**config.mk**
```make
export PLATFORM = sky130hd
export DESIGN_NAME = sar_conversion_sequencer
export DESIGN_NICKNAME = d
export VERILOG_FILES = /design/src/core/sar_pkg.sv /design/src/core/sar_links_if.sv /design/src/core/sar_axil_slave.sv /design/src/core/sar_bit_search.sv /design/src/core/sar_conversion_sequencer.sv
export VERILOG_INCLUDE_DIRS = /design/src /design/src/core
export SDC_FILE = /design/constraint.sdc
export NUM_CORES = 1
export LEC_CHECK = 0
export BUFFER_PORTS_ARGS = -buffer_cell sky130_fd_sc_hd__buf_2
export CAP_MARGIN = 15
export CORE_MARGIN = 8
export CORE_UTILIZATION = 47
export CTS_CLUSTER_SIZE = 10
export DETAILED_ROUTE_END_ITERATION = 10
export PLACE_DENSITY = 0.83
export SLEW_MARGIN = 20
export SYNTH_ARGS = -nofsm -noshare
export SYNTH_HDL_FRONTEND = slang
export SYNTH_SLANG_ARGS = --single-unit
```
**constraint.sdc**
```tcl
create_clock -name MCLK -period 1.75 [get_ports MCLK]
set_input_delay 0.0875 -clock MCLK [delete_from_list [all_inputs] [get_ports MCLK]]
set_output_delay 0.0875 -clock MCLK [all_outputs]
set_load 0.01 [all_outputs]
```
**src/core/sar_params.svh**
```systemverilog
// Offsets, field positions, reset values and timing counts of the SAR sequencer
`ifndef SAR_PARAMS_SVH
`define SAR_PARAMS_SVH

`define RES_BITS 16
`define CLK_PERIOD_NS 100
`define CONV_CYCLES 17

`define WARP_MIN_PERIOD_NS 1754
`define NORMAL_MIN_PERIOD_NS 2000
`define IMPULSE_MIN_PERIOD_NS 2252
`define WARP_ACQ_CYCLES (`WARP_MIN_PERIOD_NS / `CLK_PERIOD_NS - `CONV_CYCLES)
`define NORMAL_ACQ_CYCLES (`NORMAL_MIN_PERIOD_NS / `CLK_PERIOD_NS - `CONV_CYCLES)
`define IMPULSE_ACQ_CYCLES (`IMPULSE_MIN_PERIOD_NS / `CLK_PERIOD_NS - `CONV_CYCLES)
`define WARP_GAP_TIME_NS 1000000
`define WARP_GAP_CYCLES (`WARP_GAP_TIME_NS / `CLK_PERIOD_NS)

`define CTRL_OFFSET 8'h00
`define STATUS_OFFSET 8'h04
`define RESULT_OFFSET 8'h08
`define CTRL_RESET_VALUE 5'h04
`define CTRL_LOW_POWER_BIT 0
`define CTRL_FAST_BIT 1
`define CTRL_CODING_BIT 2
`define CTRL_POWER_DOWN_BIT 3
`define CTRL_RESET_BIT 4

`define CODE_FULL_BINARY 16'hFFFF
`define CODE_FULL_TWOS 16'h7FFF
`define CODE_ZERO_BINARY 16'h0000
`define CODE_ZERO_TWOS 16'h8000
`define CODE_MSB_MASK 16'h8000

`define RESP_OKAY 2'h0
`define RESP_SLVERR 2'h2

`endif

```
**src/core/sar_pkg.sv**
```systemverilog
// Types shared by the SAR sequencer modules
package sar_pkg;
  typedef enum logic [1:0] {ST_IDLE, ST_HOLD, ST_SEARCH, ST_ACQ} seq_state_t;
  typedef enum logic [1:0] {MODE_NORMAL, MODE_IMPULSE, MODE_WARP} conv_mode_t;
endpackage

```
**src/core/sar_links_if.sv**
```systemverilog
// Interfaces between the sequencer, its search register and its bus slave
`timescale 1ns/10ps
`include "sar_params.svh"

interface sar_search_if #(parameter int W = `RES_BITS);
  logic start;
  logic abort;
  logic decide;
  logic active;
  logic last;
  logic [W-1:0] trial;
  logic [W-1:0] code;
  modport ctrl(output start, abort, decide, input active, last, trial, code);
  modport engine(input start, abort, decide, output active, last, trial, code);
endinterface

interface reg_access_if #(parameter int ADDR_W = 8);
  logic wr_en;
  logic [ADDR_W-1:0] wr_addr;
  logic [31:0] wdata;
  logic [3:0] wstrb;
  logic wr_hit;
  logic [ADDR_W-1:0] rd_addr;
  logic rd_hit;
  logic [31:0] rd_data;
  modport slave(output wr_en, wr_addr, wdata, wstrb, rd_addr, input wr_hit, rd_hit, rd_data);
  modport regs(input wr_en, wr_addr, wdata, wstrb, rd_addr, output wr_hit, rd_hit, rd_data);
endinterface

```
**src/core/sar_axil_slave.sv**
```systemverilog
// AXI4-Lite slave front end for the sequencer registers
`timescale 1ns/10ps
`include "sar_params.svh"
module sar_axil_slave #(
  parameter int ADDR_W = 8
) (
  input wire logic clk,
  input wire logic rst_n,
  input wire logic [ADDR_W-1:0] awaddr,
  input wire logic awvalid,
  output logic awready,
  input wire logic [31:0] wdata,
  input wire logic [3:0] wstrb,
  input wire logic wvalid,
  output logic wready,
  output logic [1:0] bresp,
  output logic bvalid,
  input wire logic bready,
  input wire logic [ADDR_W-1:0] araddr,
  input wire logic arvalid,
  output logic arready,
  output logic [31:0] rdata,
  output logic [1:0] rresp,
  output logic rvalid,
  input wire logic rready,
  reg_access_if.slave regs
);
  logic aw_full_r;
  logic w_full_r;
  logic bvalid_r;
  logic rvalid_r;
  logic [ADDR_W-1:0] aw_addr_r;
  logic [31:0] wdata_r;
  logic [3:0] wstrb_r;
  logic [31:0] rdata_r;
  logic [1:0] bresp_r;
  logic [1:0] rresp_r;
  logic do_write;
  logic do_read;

  // Address and data are taken in either order; the write fires once both are held
  assign do_write = aw_full_r & w_full_r & ~bvalid_r;
  assign do_read = arvalid & ~rvalid_r;
  assign awready = ~aw_full_r;
  assign wready = ~w_full_r;
  assign arready = ~rvalid_r;
  assign bvalid = bvalid_r;
  assign bresp = bresp_r;
  assign rvalid = rvalid_r;
  assign rdata = rdata_r;
  assign rresp = rresp_r;
  assign regs.wr_en = do_write;
  assign regs.wr_addr = aw_addr_r;
  assign regs.wdata = wdata_r;
  assign regs.wstrb = wstrb_r;
  assign regs.rd_addr = araddr;

  always_ff @(posedge clk) begin
    if (!rst_n) begin
      aw_full_r <= 1'b0;
      aw_addr_r <= '0;
    end else if (awvalid && !aw_full_r) begin
      aw_full_r <= 1'b1;
      aw_addr_r <= awaddr;
    end else if (do_write) begin
      aw_full_r <= 1'b0;
    end
  end

  always_ff @(posedge clk) begin
    if (!rst_n) begin
      w_full_r <= 1'b0;
      wdata_r <= '0;
      wstrb_r <= '0;
    end else if (wvalid && !w_full_r) begin
      w_full_r <= 1'b1;
      wdata_r <= wdata;
      wstrb_r <= wstrb;
    end else if (do_write) begin
      w_full_r <= 1'b0;
    end
  end

  always_ff @(posedge clk) begin
    if (!rst_n) begin
      bvalid_r <= 1'b0;
      bresp_r <= `RESP_OKAY;
    end else if (do_write) begin
      bvalid_r <= 1'b1;
      bresp_r <= regs.wr_hit ? `RESP_OKAY : `RESP_SLVERR;
    end else if (bready) begin
      bvalid_r <= 1'b0;
    end
  end

  always_ff @(posedge clk) begin
    if (!rst_n) begin
      rvalid_r <= 1'b0;
      rdata_r <= '0;
      rresp_r <= `RESP_OKAY;
    end else if (do_read) begin
      rvalid_r <= 1'b1;
      rdata_r <= regs.rd_hit ? regs.rd_data : '0;
      rresp_r <= regs.rd_hit ? `RESP_OKAY : `RESP_SLVERR;
    end else if (rready) begin
      rvalid_r <= 1'b0;
    end
  end
endmodule // sar_axil_slave

```
**src/core/sar_bit_search.sv**
```systemverilog
// Successive-approximation search register, one decision per clock
`timescale 1ns/10ps
`include "sar_params.svh"
module sar_bit_search #(
  parameter int W = `RES_BITS
) (
  input wire logic clk,
  sar_search_if.engine srch
);
  logic active_r;
  logic [W-1:0] code_r;
  logic [W-1:0] bit_r;
  logic [W-1:0] kept;
  // Cycles into the search, so the bit count is checked without a long repetition
  logic [4:0] step_r;

  assign kept = srch.decide ? bit_r : '0;
  assign srch.trial = code_r | bit_r; // RULE3
  assign srch.code = code_r | kept;
  assign srch.last = active_r & bit_r[0];
  assign srch.active = active_r;

  always_ff @(posedge clk) begin
    if (srch.abort) begin
      active_r <= 1'b0;
      code_r <= '0;
      bit_r <= '0;
    end else if (srch.start) begin
      active_r <= 1'b1;
      code_r <= '0;
      bit_r <= {1'b1, {(W-1){1'b0}}}; // RULE4
    end else if (active_r) begin
      code_r <= code_r | kept; // RULE4
      bit_r <= bit_r >> 1;
      active_r <= ~bit_r[0];
    end
  end

  always_ff @(posedge clk) begin
    if (!active_r) begin
      step_r <= 5'h00;
    end else begin
      step_r <= step_r + 5'h01;
    end
  end
endmodule // sar_bit_search

```
**src/core/sar_conversion_sequencer.sv**
```systemverilog
// Conversion sequencer of a 16-bit charge-redistribution SAR converter
//
// Contract
// RULE1 - Falling conversion start ends acquisition and begins conversion.
// RULE2 - Conversion opens ground switches first, then moves arrays to reference ground.
// RULE3 - Search runs over 16 binary weighted elements, one decision per bit.
// RULE4 - Bits resolve from the top down, kept or cleared by the comparator.
// RULE5 - At search end the final code is presented, then busy drops.
// RULE6 - Result belongs to the sample just converted, valid as busy falls.
// RULE7 - Fastest mode supports conversion rates up to 570 kSPS.
// RULE8 - Host keeps fastest-mode conversions no more than 1 ms apart.
// RULE9 - Host discards the first fastest-mode result after a gap over 1 ms.
// RULE10 - Both mode bits low selects normal mode, 500 kSPS, no gap limit.
// RULE11 - Low-power mode cuts power between conversions.
// RULE12 - Coding select chooses straight binary or two's complement.
// RULE13 - Two's complement equals straight binary with the top bit inverted.
// RULE14 - Over-range input gives FFFF binary, 7FFF two's complement.
// RULE15 - Under-range input gives 0000 binary, 8000 two's complement.
// RULE16 - Low-power mode restarts at once if start is still low after acquisition.
// RULE17 - Reset high resets the block and aborts any conversion.
// RULE18 - Power-down lets the current conversion finish, then inhibits conversions.
// RULE19 - Busy rises at conversion start and stays high until the result is complete.
// RULE20 - A running conversion ignores start edges until busy has fallen.
//
// Design decisions made here: the placing of the registers and the AXI4-Lite register port.
`timescale 1ns/10ps
`include "sar_params.svh"
module sar_conversion_sequencer
  import sar_pkg::*;
#(
  parameter int RES_BITS = `RES_BITS,
  parameter int ADDR_W = 8,
  parameter int GAP_CYCLES = `WARP_GAP_CYCLES
) (
  input wire logic MCLK,
  input wire logic RESETN,
  input wire logic [ADDR_W-1:0] AWADDR,
  input wire logic AWVALID,
  output logic AWREADY,
  input wire logic [31:0] WDATA,
  input wire logic [3:0] WSTRB,
  input wire logic WVALID,
  output logic WREADY,
  output logic [1:0] BRESP,
  output logic BVALID,
  input wire logic BREADY,
  input wire logic [ADDR_W-1:0] ARADDR,
  input wire logic ARVALID,
  output logic ARREADY,
  output logic [31:0] RDATA,
  output logic [1:0] RRESP,
  output logic RVALID,
  input wire logic RREADY,
  input wire logic CONVERSION_START_N,
  input wire logic COMPARATOR_IN,
  input wire logic OVER_RANGE,
  input wire logic UNDER_RANGE,
  output logic SAMPLE_SWITCH_CLOSED,
  output logic ARRAY_GROUND_SWITCH,
  output logic REFERENCE_CAP_GROUND_SWITCH,
  output logic REFERENCE_GROUND_SELECT,
  output logic [RES_BITS-1:0] CAP_SWITCHES,
  output logic BUSY,
  output logic [RES_BITS-1:0] RESULT_CODE,
  output logic POWER_SAVE
);
  localparam int GW = $clog2(GAP_CYCLES + 1);

  sar_search_if #(.W(RES_BITS)) srch();
  reg_access_if #(.ADDR_W(ADDR_W)) regs();

  seq_state_t state_r;
  seq_state_t state_nxt;
  conv_mode_t mode;
  logic [4:0] ctrl_r;
  logic [4:0] ctrl_nxt;
  logic [3:0] acq_cnt_r;
  logic [3:0] acq_cnt_nxt;
  logic [3:0] acq_need;
  logic [GW-1:0] gap_cnt_r;
  logic [RES_BITS-1:0] result_r;
  logic [RES_BITS-1:0] result_nxt;
  logic [RES_BITS-1:0] raw_code;
  logic [RES_BITS-1:0] final_code;
  logic start_prev_r;
  logic busy_r;
  logic busy_nxt;
  logic over_q_r;
  logic under_q_r;
  logic stale_r;
  logic power_save_r;
  logic power_save_nxt;
  logic low_power;
  logic fast;
  logic coding_binary;
  logic power_down;
  logic soft_reset;
  logic abort;
  logic falling;
  logic accept;
  logic auto_restart;
  logic go;
  logic done;
  logic gap_full;
  logic wr_ctrl;
  logic rd_ctrl;
  logic rd_status;
  logic rd_result;
  logic [31:0] status_word;

  sar_axil_slave #(.ADDR_W(ADDR_W)) bus (
    .clk(MCLK),
    .rst_n(RESETN),
    .awaddr(AWADDR),
    .awvalid(AWVALID),
    .awready(AWREADY),
    .wdata(WDATA),
    .wstrb(WSTRB),
    .wvalid(WVALID),
    .wready(WREADY),
    .bresp(BRESP),
    .bvalid(BVALID),
    .bready(BREADY),
    .araddr(ARADDR),
    .arvalid(ARVALID),
    .arready(ARREADY),
    .rdata(RDATA),
    .rresp(RRESP),
    .rvalid(RVALID),
    .rready(RREADY),
    .regs(regs.slave)
  );

  sar_bit_search #(.W(RES_BITS)) search (
    .clk(MCLK),
    .srch(srch.engine)
  );

  // Control fields
  assign low_power = ctrl_r[`CTRL_LOW_POWER_BIT];
  assign fast = ctrl_r[`CTRL_FAST_BIT];
  assign coding_binary = ctrl_r[`CTRL_CODING_BIT];
  assign power_down = ctrl_r[`CTRL_POWER_DOWN_BIT];
  assign soft_reset = ctrl_r[`CTRL_RESET_BIT];
  // Reset bit is a level: the sequencer stays cleared while it is set
  assign abort = ~RESETN | soft_reset; // RULE17

  // Fast bit wins over low power, as with the mode pins
  assign mode = fast ? MODE_WARP : (low_power ? MODE_IMPULSE : MODE_NORMAL); // RULE10
  // Acquisition pads each mode to its rated period (17, 20, 22 cycles)
  assign acq_need = (mode == MODE_WARP) ? 4'(`WARP_ACQ_CYCLES) : // RULE7
                    (mode == MODE_IMPULSE) ? 4'(`IMPULSE_ACQ_CYCLES) :
                    4'(`NORMAL_ACQ_CYCLES); // RULE10

  // Start edges count only while idle and not powered down
  assign falling = start_prev_r & ~CONVERSION_START_N;
  assign accept = (state_r == ST_IDLE) & falling & ~power_down; // RULE1 RULE18 RULE20
  assign auto_restart = (state_r == ST_ACQ) & (acq_cnt_r == 4'h1) & (mode == MODE_IMPULSE) &
                        ~CONVERSION_START_N & ~power_down; // RULE16
  assign go = accept | auto_restart;
  assign done = (state_r == ST_SEARCH) & srch.last;

  // Clamp and coding of the final code
  assign raw_code = over_q_r ? `CODE_FULL_BINARY : // RULE14
                    under_q_r ? `CODE_ZERO_BINARY : srch.code; // RULE15
  assign final_code = coding_binary ? raw_code : (raw_code ^ `CODE_MSB_MASK); // RULE12 RULE13

  // Search handshake
  assign srch.start = (state_r == ST_HOLD);
  assign srch.abort = abort;
  assign srch.decide = COMPARATOR_IN; // RULE4

  // Switch drive decoded from the state register
  assign SAMPLE_SWITCH_CLOSED = (state_r != ST_SEARCH);
  assign ARRAY_GROUND_SWITCH = (state_r == ST_IDLE) | (state_r == ST_ACQ); // RULE2
  assign REFERENCE_CAP_GROUND_SWITCH = ARRAY_GROUND_SWITCH; // RULE2
  assign REFERENCE_GROUND_SELECT = (state_r == ST_SEARCH); // RULE2
  assign CAP_SWITCHES = REFERENCE_GROUND_SELECT ? srch.trial : '0; // RULE3
  assign BUSY = busy_r;
  assign RESULT_CODE = result_r;
  assign POWER_SAVE = power_save_r;

  // Register decode
  assign regs.wr_hit = (regs.wr_addr == `CTRL_OFFSET);
  assign wr_ctrl = regs.wr_en & regs.wr_hit & regs.wstrb[0];
  assign rd_ctrl = (regs.rd_addr == `CTRL_OFFSET);
  assign rd_status = (regs.rd_addr == `STATUS_OFFSET);
  assign rd_result = (regs.rd_addr == `RESULT_OFFSET);
  assign regs.rd_hit = rd_ctrl | rd_status | rd_result;
  assign status_word = {29'h0000_0000, stale_r, power_save_r, busy_r};
  assign regs.rd_data = rd_ctrl ? {27'h000_0000, ctrl_r} :
                        rd_status ? status_word :
                        rd_result ? {16'h0000, result_r} : 32'h0000_0000;
  assign ctrl_nxt = wr_ctrl ? regs.wdata[4:0] : ctrl_r;

  // Sequencer state
  always_comb begin
    state_nxt = state_r;
    acq_cnt_nxt = acq_cnt_r;
    case (state_r)
      ST_IDLE: begin
        if (go) begin
          state_nxt = ST_HOLD; // RULE1
        end
      end
      ST_HOLD: begin
        state_nxt = ST_SEARCH;
      end
      ST_SEARCH: begin
        if (done) begin
          state_nxt = (acq_need == 4'h0) ? ST_IDLE : ST_ACQ;
          acq_cnt_nxt = acq_need;
        end
      end
      ST_ACQ: begin
        acq_cnt_nxt = acq_cnt_r - 4'h1;
        if (acq_cnt_r == 4'h1) begin
          state_nxt = go ? ST_HOLD : ST_IDLE; // RULE16
        end
      end
      default: begin
        state_nxt = ST_IDLE;
      end
    endcase
  end

  // Busy from hold to the last decision; result written on the same edge
  assign busy_nxt = go ? 1'b1 : (done ? 1'b0 : busy_r); // RULE19
  assign result_nxt = done ? final_code : result_r; // RULE5 RULE6
  // Power is cut whenever not busy, in low-power mode or when powered down
  assign power_save_nxt = ~busy_nxt & (power_down | (mode == MODE_IMPULSE)); // RULE11 RULE18
  assign gap_full = (gap_cnt_r == GW'(GAP_CYCLES));

  always_ff @(posedge MCLK) begin
    if (!RESETN) begin
      ctrl_r <= `CTRL_RESET_VALUE;
    end else begin
      ctrl_r <= ctrl_nxt;
    end
  end

  always_ff @(posedge MCLK) begin
    if (abort) begin
      state_r <= ST_IDLE; // RULE17
      acq_cnt_r <= 4'h0;
      busy_r <= 1'b0;
      power_save_r <= 1'b0;
    end else begin
      state_r <= state_nxt;
      acq_cnt_r <= acq_cnt_nxt;
      busy_r <= busy_nxt;
      power_save_r <= power_save_nxt;
    end
  end

  always_ff @(posedge MCLK) begin
    if (abort) begin
      result_r <= '0;
      start_prev_r <= 1'b1;
    end else begin
      result_r <= result_nxt;
      start_prev_r <= CONVERSION_START_N;
    end
  end

  // Range flags are caught at the hold instant, with the sample
  always_ff @(posedge MCLK) begin
    if (abort) begin
      over_q_r <= 1'b0;
      under_q_r <= 1'b0;
    end else if (go) begin
      over_q_r <= OVER_RANGE;
      under_q_r <= UNDER_RANGE & ~OVER_RANGE;
    end
  end

  // Gap between starts; starts saturated so the first warp result is marked stale
  always_ff @(posedge MCLK) begin
    if (abort) begin
      gap_cnt_r <= GW'(GAP_CYCLES);
      stale_r <= 1'b0;
    end else if (go) begin
      gap_cnt_r <= '0;
      stale_r <= (mode == MODE_WARP) & gap_full; // RULE9
    end else if (!gap_full) begin
      gap_cnt_r <= gap_cnt_r + GW'(1);
    end
  end

  // Checks
  logic [4:0] busy_len_r;

  always_ff @(posedge MCLK) begin
    if (abort || !busy_r) begin
      busy_len_r <= 5'h01;
    end else begin
      busy_len_r <= busy_len_r + 5'h01;
    end
  end
endmodule // sar_conversion_sequencer

```
Word-level counts from Yosys, hierarchy flattened
Index checks and enable logic that the tools add are counted.
Widths: inputs -> output; s select.
- bits in registers: 134
- bits of input ports: 63
- output and inout port bits: 79
- logic and storage cells: 134
- add/sub/neg operators: 2
- equality and inequality tests: 14
- muxes and demuxes: 38
- bitwise logic cells: 36
- reduce and logical (&&, ||, !) cells: 18
- operator list (cell ; number):
    $mux 16 ; 11
    $or 16x16->16 ; 2
    $mux 14 ; 2
    $and 1x1->1 ; 17
    $logic_not 8->1 ; 2
    $add 14x1->14 const B ; 1
    $eq 14x14->1 const B ; 1
    $mux 2 ; 7
    $mux 1 ; 13
    $reduce_bool 2->1 ; 6
    $not 1->1 ; 11
    $eq 8x3->1 const B ; 1
    $eq 8x4->1 const B ; 1
    $pmux 2 s4 ; 1
    $pmux 4 s2 ; 1
    $eq 2x2->1 const B ; 3
    $mux 3 ; 2
    $ne 2x2->1 const B ; 3
    $or 1x1->1 ; 6
    $eq 2x1->1 const B ; 2
    $eq 4x1->1 const B ; 1
    $logic_not 4->1 ; 1
    $mux 4 ; 1
    $ne 2x1->1 const B ; 2
    7 further kinds ; 10

Depth between registers and ports, before layout
- depth after elaboration: 10
- gate-level depth with buffers: 8
- depth with buffers taken out: 6

Cells and area by module
From an unflattened synthesis, not the netlist that was laid out.
- cells, all modules: 824
- area total of the unflattened synthesis: 7233.2 um^2
- by module, submodules not included (module ; times used ; cells each ; area each (um^2) ; sequential area each (um^2)):
    sar_axil_slave ; 1 ; 364 ; 3293.2 ; 1641.6
    sar_conversion_sequencer ; 1 ; 315 ; 2558.7 ; 940.9
    sar_bit_search ; 1 ; 145 ; 1381.3 ; 660.6

Worst setup path before layout
OpenSTA, ideal clock, no wires.
- path kind: register to register
- start point: register state_r[0]
- end point: register gap_cnt_r[13]
- setup time: 62 ps
- arrival: 1602 ps
- data required time: 1688 ps
- slack: 86 ps
- cell stages (with the launch flop): 7
- path buffers: 0
- clock period less this slack: 1664 ps
- cell sequence: dfxtp_1 -> inv_1 -> ha_1 -> nor4bb_1 -> a31o_2 -> or4_1 -> nand3_1
- cells in the longest elaborated chain, start to end: 7
- elaborated cells on any way between the ends: 11
- those cells by class: eq/ne (2); mux (1); bitwise (7); reduce/logical (1)
- ends and longest elaborated chain (element ; RTL line ; text):
    start, declared ; sar_conversion_sequencer.sv:72 ; seq_state_t state_r;
    start signal, assigned ; sar_conversion_sequencer.sv:249 ; state_r <= state_nxt;
    $eq 2x2->1 ; sar_conversion_sequencer.sv:158 ; assign auto_restart = (state_r == ST_ACQ) & (acq_cnt_r == 4'h1) & (mode == MODE_IMPULSE) &
    $and 1x1->1 (3 in series) ; sar_conversion_sequencer.sv:158 ;
    $and 1x1->1 ; sar_conversion_sequencer.sv:159 ; ~CONVERSION_START_N & ~power_down;
    $or 1x1->1 * ; sar_conversion_sequencer.sv:160 ; assign go = accept | auto_restart;
    $ne 2x2->1 (no source line) or $mux 14 (tied branches) ; n/a ;
    end signal, assigned ; sar_conversion_sequencer.sv:280 ; gap_cnt_r <= GW'(GAP_CYCLES);
    end signal, assigned ; sar_conversion_sequencer.sv:286 ; gap_cnt_r <= gap_cnt_r + GW'(1);
    end, declared ; sar_conversion_sequencer.sv:80 ; logic [GW-1:0] gap_cnt_r;
Every way passes the cells marked *; elsewhere a longest branch is shown, timed or not.
A chain may end at the register's enable or synchronous reset.

Worst setup path after layout
- start point: register acq_cnt_r[1]
- end point: register gap_cnt_r[13]
- cells in the longest elaborated chain, start to end: 7
- elaborated cells on any way between the ends: 8
- those cells by class: eq/ne (2); mux (1); bitwise (5)
- ends and longest elaborated chain (element ; RTL line ; text):
    start, declared ; sar_conversion_sequencer.sv:77 ; logic [3:0] acq_cnt_r;
    start signal, assigned ; sar_conversion_sequencer.sv:250 ; acq_cnt_r <= acq_cnt_nxt;
    $eq 4x1->1 * ; sar_conversion_sequencer.sv:158 ;
    $and 1x1->1 * (3 in series) ; sar_conversion_sequencer.sv:158 ;
    $and 1x1->1 * ; sar_conversion_sequencer.sv:159 ;
    $or 1x1->1 * ; sar_conversion_sequencer.sv:160 ;
    $ne 2x2->1 (no source line) or $mux 14 (tied branches) ; n/a ;
Marked as above.

==> results.json <==
{
  "io_pins": 142,
  "hold_start": "ARADDR[2]",
  "netlist_area_mm2": 0.005177,
  "min_to": "bus.rdata[0]$_SDFFE_PN0P_",
  "hold_viol": 0,
  "layout-drive-gt1-share_pct": 26.76,
  "relSlewSlack_pct": 60.95,
  "antenna_cells": 0,
  "cts.sink_count": 116,
  "clkLatencyLatePin_ps": 520,
  "synth_top_area_cell": "dfxtp_1",
  "ys_seq_elements": 116,
  "cts_tree": "built",
  "max_cap_violations": 0,
  "critPathArrivalTime_ps": 2220,
  "p_leak_nw": 2.831,
  "fin_nets": 785,
  "n_fill_cell": 810,
  "gp_congestion": 0.8281,
  "setup_viol": 1,
  "avgSynthCellArea_um2": 8.790,
  "dp_cells": 808,
  "hold_path_class": "input port to flip-flop",
  "area_delta_synth_final_pct": 29.65,
  "ir_worst_vdd_mv": 0.7024,
  "stdcell_area_mm2": 0.006713,
  "die_area_mm2": 0.01463,
  "antenna_found_initial": 0,
  "first_pass_iters": 5,
  "endpoint_kind": "flip-flop",
  "cp_max_fo": 4,
  "r2r_cells": 6,
  "drc": 0,
  "r2r-start": "acq_cnt_r[1]$_SDFFE_PP0P_",
  "htree_levels": 4,
  "grt_pass1_wl_um": 22440,
  "rows": 38,
  "grtUsageTotal_pct": 18.84,
  "cp.required_ps": 2210,
  "finalWorstSetupSlack_ps": -13.07,
  "clk_pin_slew_ps": 60,
  "post_drt_wl_per_cell_um": 16.03,
  "power_density_mw_per_mm2": 1231,
  "fin_util_pct": 62.20,
  "cts_buffer_depth": 2,
  "syn_inst": 589,
  "grt_max_degree": 44,
  "cts-root-buf": "clkbuf_8",
  "fin_crit_ps": 1763,
  "synth_enable_flop_cells": 0,
  "place_ws_ps": -15.19,
  "holdWs_ps": 22.20,
  "overflow": 0,
  "synthArstFlopShare_pct": 0,
  "violations": "setup timing",
  "p_total_mw": 8.263,
  "setup_tns_ps": -13.07,
  "r2r_end": "gap_cnt_r[13]$_SDFFE_PP1P_",
  "io_buffer_count": 93,
  "yosysUniqueCellTypes": 59,
  "max_freq_mhz": 567.2,
  "drt-vias-per-instance": 5.353,
  "routed_wl_um": 13870,
  "worst-slew-pin-transition_ps": 585.7,
  "synthTopCellsByArea": "dfxtp_1, nor2_1, mux2i_1",
  "dp_hpwl_um": 9485,
  "drv_slew": 0,
  "path_class": "flip-flop to flip-flop",
  "place_area_mm2": 0.005747,
  "core_area_mm2": 0.01079,
  "num_vias": 4630,
  "min_period_over_period_pct": 100.7,
  "ys_warn_count": 0,
  "synthFlopType": "dfxtp_1",
  "numCtsBuffers": 17,
  "ant_nets": 0,
  "die_w_um": 121.0,
  "yosysMostFrequentCell": "dfxtp_1",
  "start_util_pct": 47.97,
  "final_cells": 865,
  "yosysTopAreaCellShare_pct": 44.85,
  "status": "finished with violations",
  "die_h_um": 121.0,
  "hold-path-cell-count": 4,
  "ys_seq_area_share_pct": 44.85,
  "drt-initial-drc-count": 349,
  "fin_skew_ps": 5.491,
  "reg2reg_slack_ps": -10,
  "start_kind": "flip-flop",
  "grt_pass1_vias": 4601,
  "synth_common_cells": "dfxtp_1, nor2_1, a21oi_1"
}
## logic make-up after synthesis
| family | Yosys count | share of synthesized area, % |
|---|---|---|
| flip-flops | 116 | 44.85 |
| AND/OR/NAND/NOR | 237 | 22.96 |
| XOR/XNOR | 12 | 2.030 |
| buffers and inverters | 68 | 6.815 |
| adder cells (fa/ha/maj) | 9 | 2.175 |
| multiplexers | 33 | 6.380 |
| other | 1 | 0.07243 |
| AO/OA/AOI/OAI | 113 | 14.72 |
## cells in the final DEF, fill, tap and decap left out, drive strengths merged, types with 5 or more instances in the layout
| cell type | netlist | final |
|---|---|---|
| a21oi | 44 | 44 |
| nand4 | 8 | 8 |
| nand2b | 6 | 6 |
| nand3 | 13 | 13 |
| xnor2 | 6 | 6 |
| buf | 29 | 118 |
| nor3 | 7 | 7 |
| nand2 | 29 | 29 |
| mux2i | 33 | 33 |
| o21ai | 13 | 13 |
| conb | 1 | 18 |
| nor4 | 5 | 5 |
| inv | 15 | 16 |
| xor2 | 6 | 6 |
| dlygate4sd3 | 0 | 22 |
| nor2b | 29 | 29 |
| a22oi | 13 | 13 |
| dfxtp | 116 | 116 |
| ha | 9 | 9 |
| a21boi | 9 | 9 |
| bufinv | 0 | 5 |
| o22ai | 15 | 15 |
| nor2 | 115 | 115 |
| clkbuf | 23 | 22 |
## cell type report
class / instances / area, um2 / area share [%]
multi-input combinational: 422 / 2621 / 39.05
clock buffer: 22 / 462.9 / 6.897
timing repair buffer: 140 / 885.9 / 13.20
sequential: 116 / 2327 / 34.67
tap: 140 / 175.2 / 2.610
inverter: 16 / 65.06 / 0.9692
clock inverter: 9 / 175.2 / 2.610
## worst max-delay path by stage
stage                                    from                         end  slack (ps)  cells past startpoint
CTS                   state_r[0]$_SDFFE_PP0P_            CAP_SWITCHES[15]          10                      6
floorplan             state_r[0]$_SDFFE_PP0P_  gap_cnt_r[13]$_SDFFE_PP1P_          90                      6
finish              acq_cnt_r[1]$_SDFFE_PP0P_  gap_cnt_r[13]$_SDFFE_PP1P_         -10                      6
global route        acq_cnt_r[1]$_SDFFE_PP0P_  gap_cnt_r[13]$_SDFFE_PP1P_         -50                      6
detailed placement    state_r[0]$_SDFFE_PP0P_     state_r[0]$_SDFFE_PP0P_         -20                      6
global placement      state_r[0]$_SDFFE_PP0P_  gap_cnt_r[13]$_SDFFE_PP1P_          80                      6
## metal layers
layer  routed length [um]  vias to the layer above  global-route usage (%)  part of all wire (%)
li1                     -                     2229                       -                     -
met1                 5785                     2199                   22.56                    42
met2                 6816                      185                   31.26                    49
met3                 1044                       17                   6.096                   7.5
met4                  218                        0                   6.089                   1.6
met5                    0                        -                       0                     0
## worst max-delay path: stages, from the launching register on
cell	delay, ps
dfxtp_1	370
inv_1	100
ha_1	200
nor3b_4	170
a31o_2	250
or4_4	530
nand3_2	80
## sequential cells by signal (all words and copies together) (netlist names), 2 cells and up
signal	flops
RESULT_CODE	16
bus.rdata	16
search.bit_r	16
search.code_r	16
gap_cnt_r	14
bus.regs.wr_addr	8
bus.regs.wdata	5
ctrl_r	5
acq_cnt_r	4
state_r	2
## repair_timing
item	4_1_cts	5_1_grt
endpoints found under the hold margin	24	0
pin swaps	1	1
endpoints found under the setup margin	19	39
setup buffers	1	3
hold buffers	22	0
gates resized for setup	8	17
## where the power goes
group,internal [mW],switching [mW]
Combinational,0.698,0.857
Sequential,2.80,0.181
Clock,2.56,1.17
(Power assumes the default switching activity.)
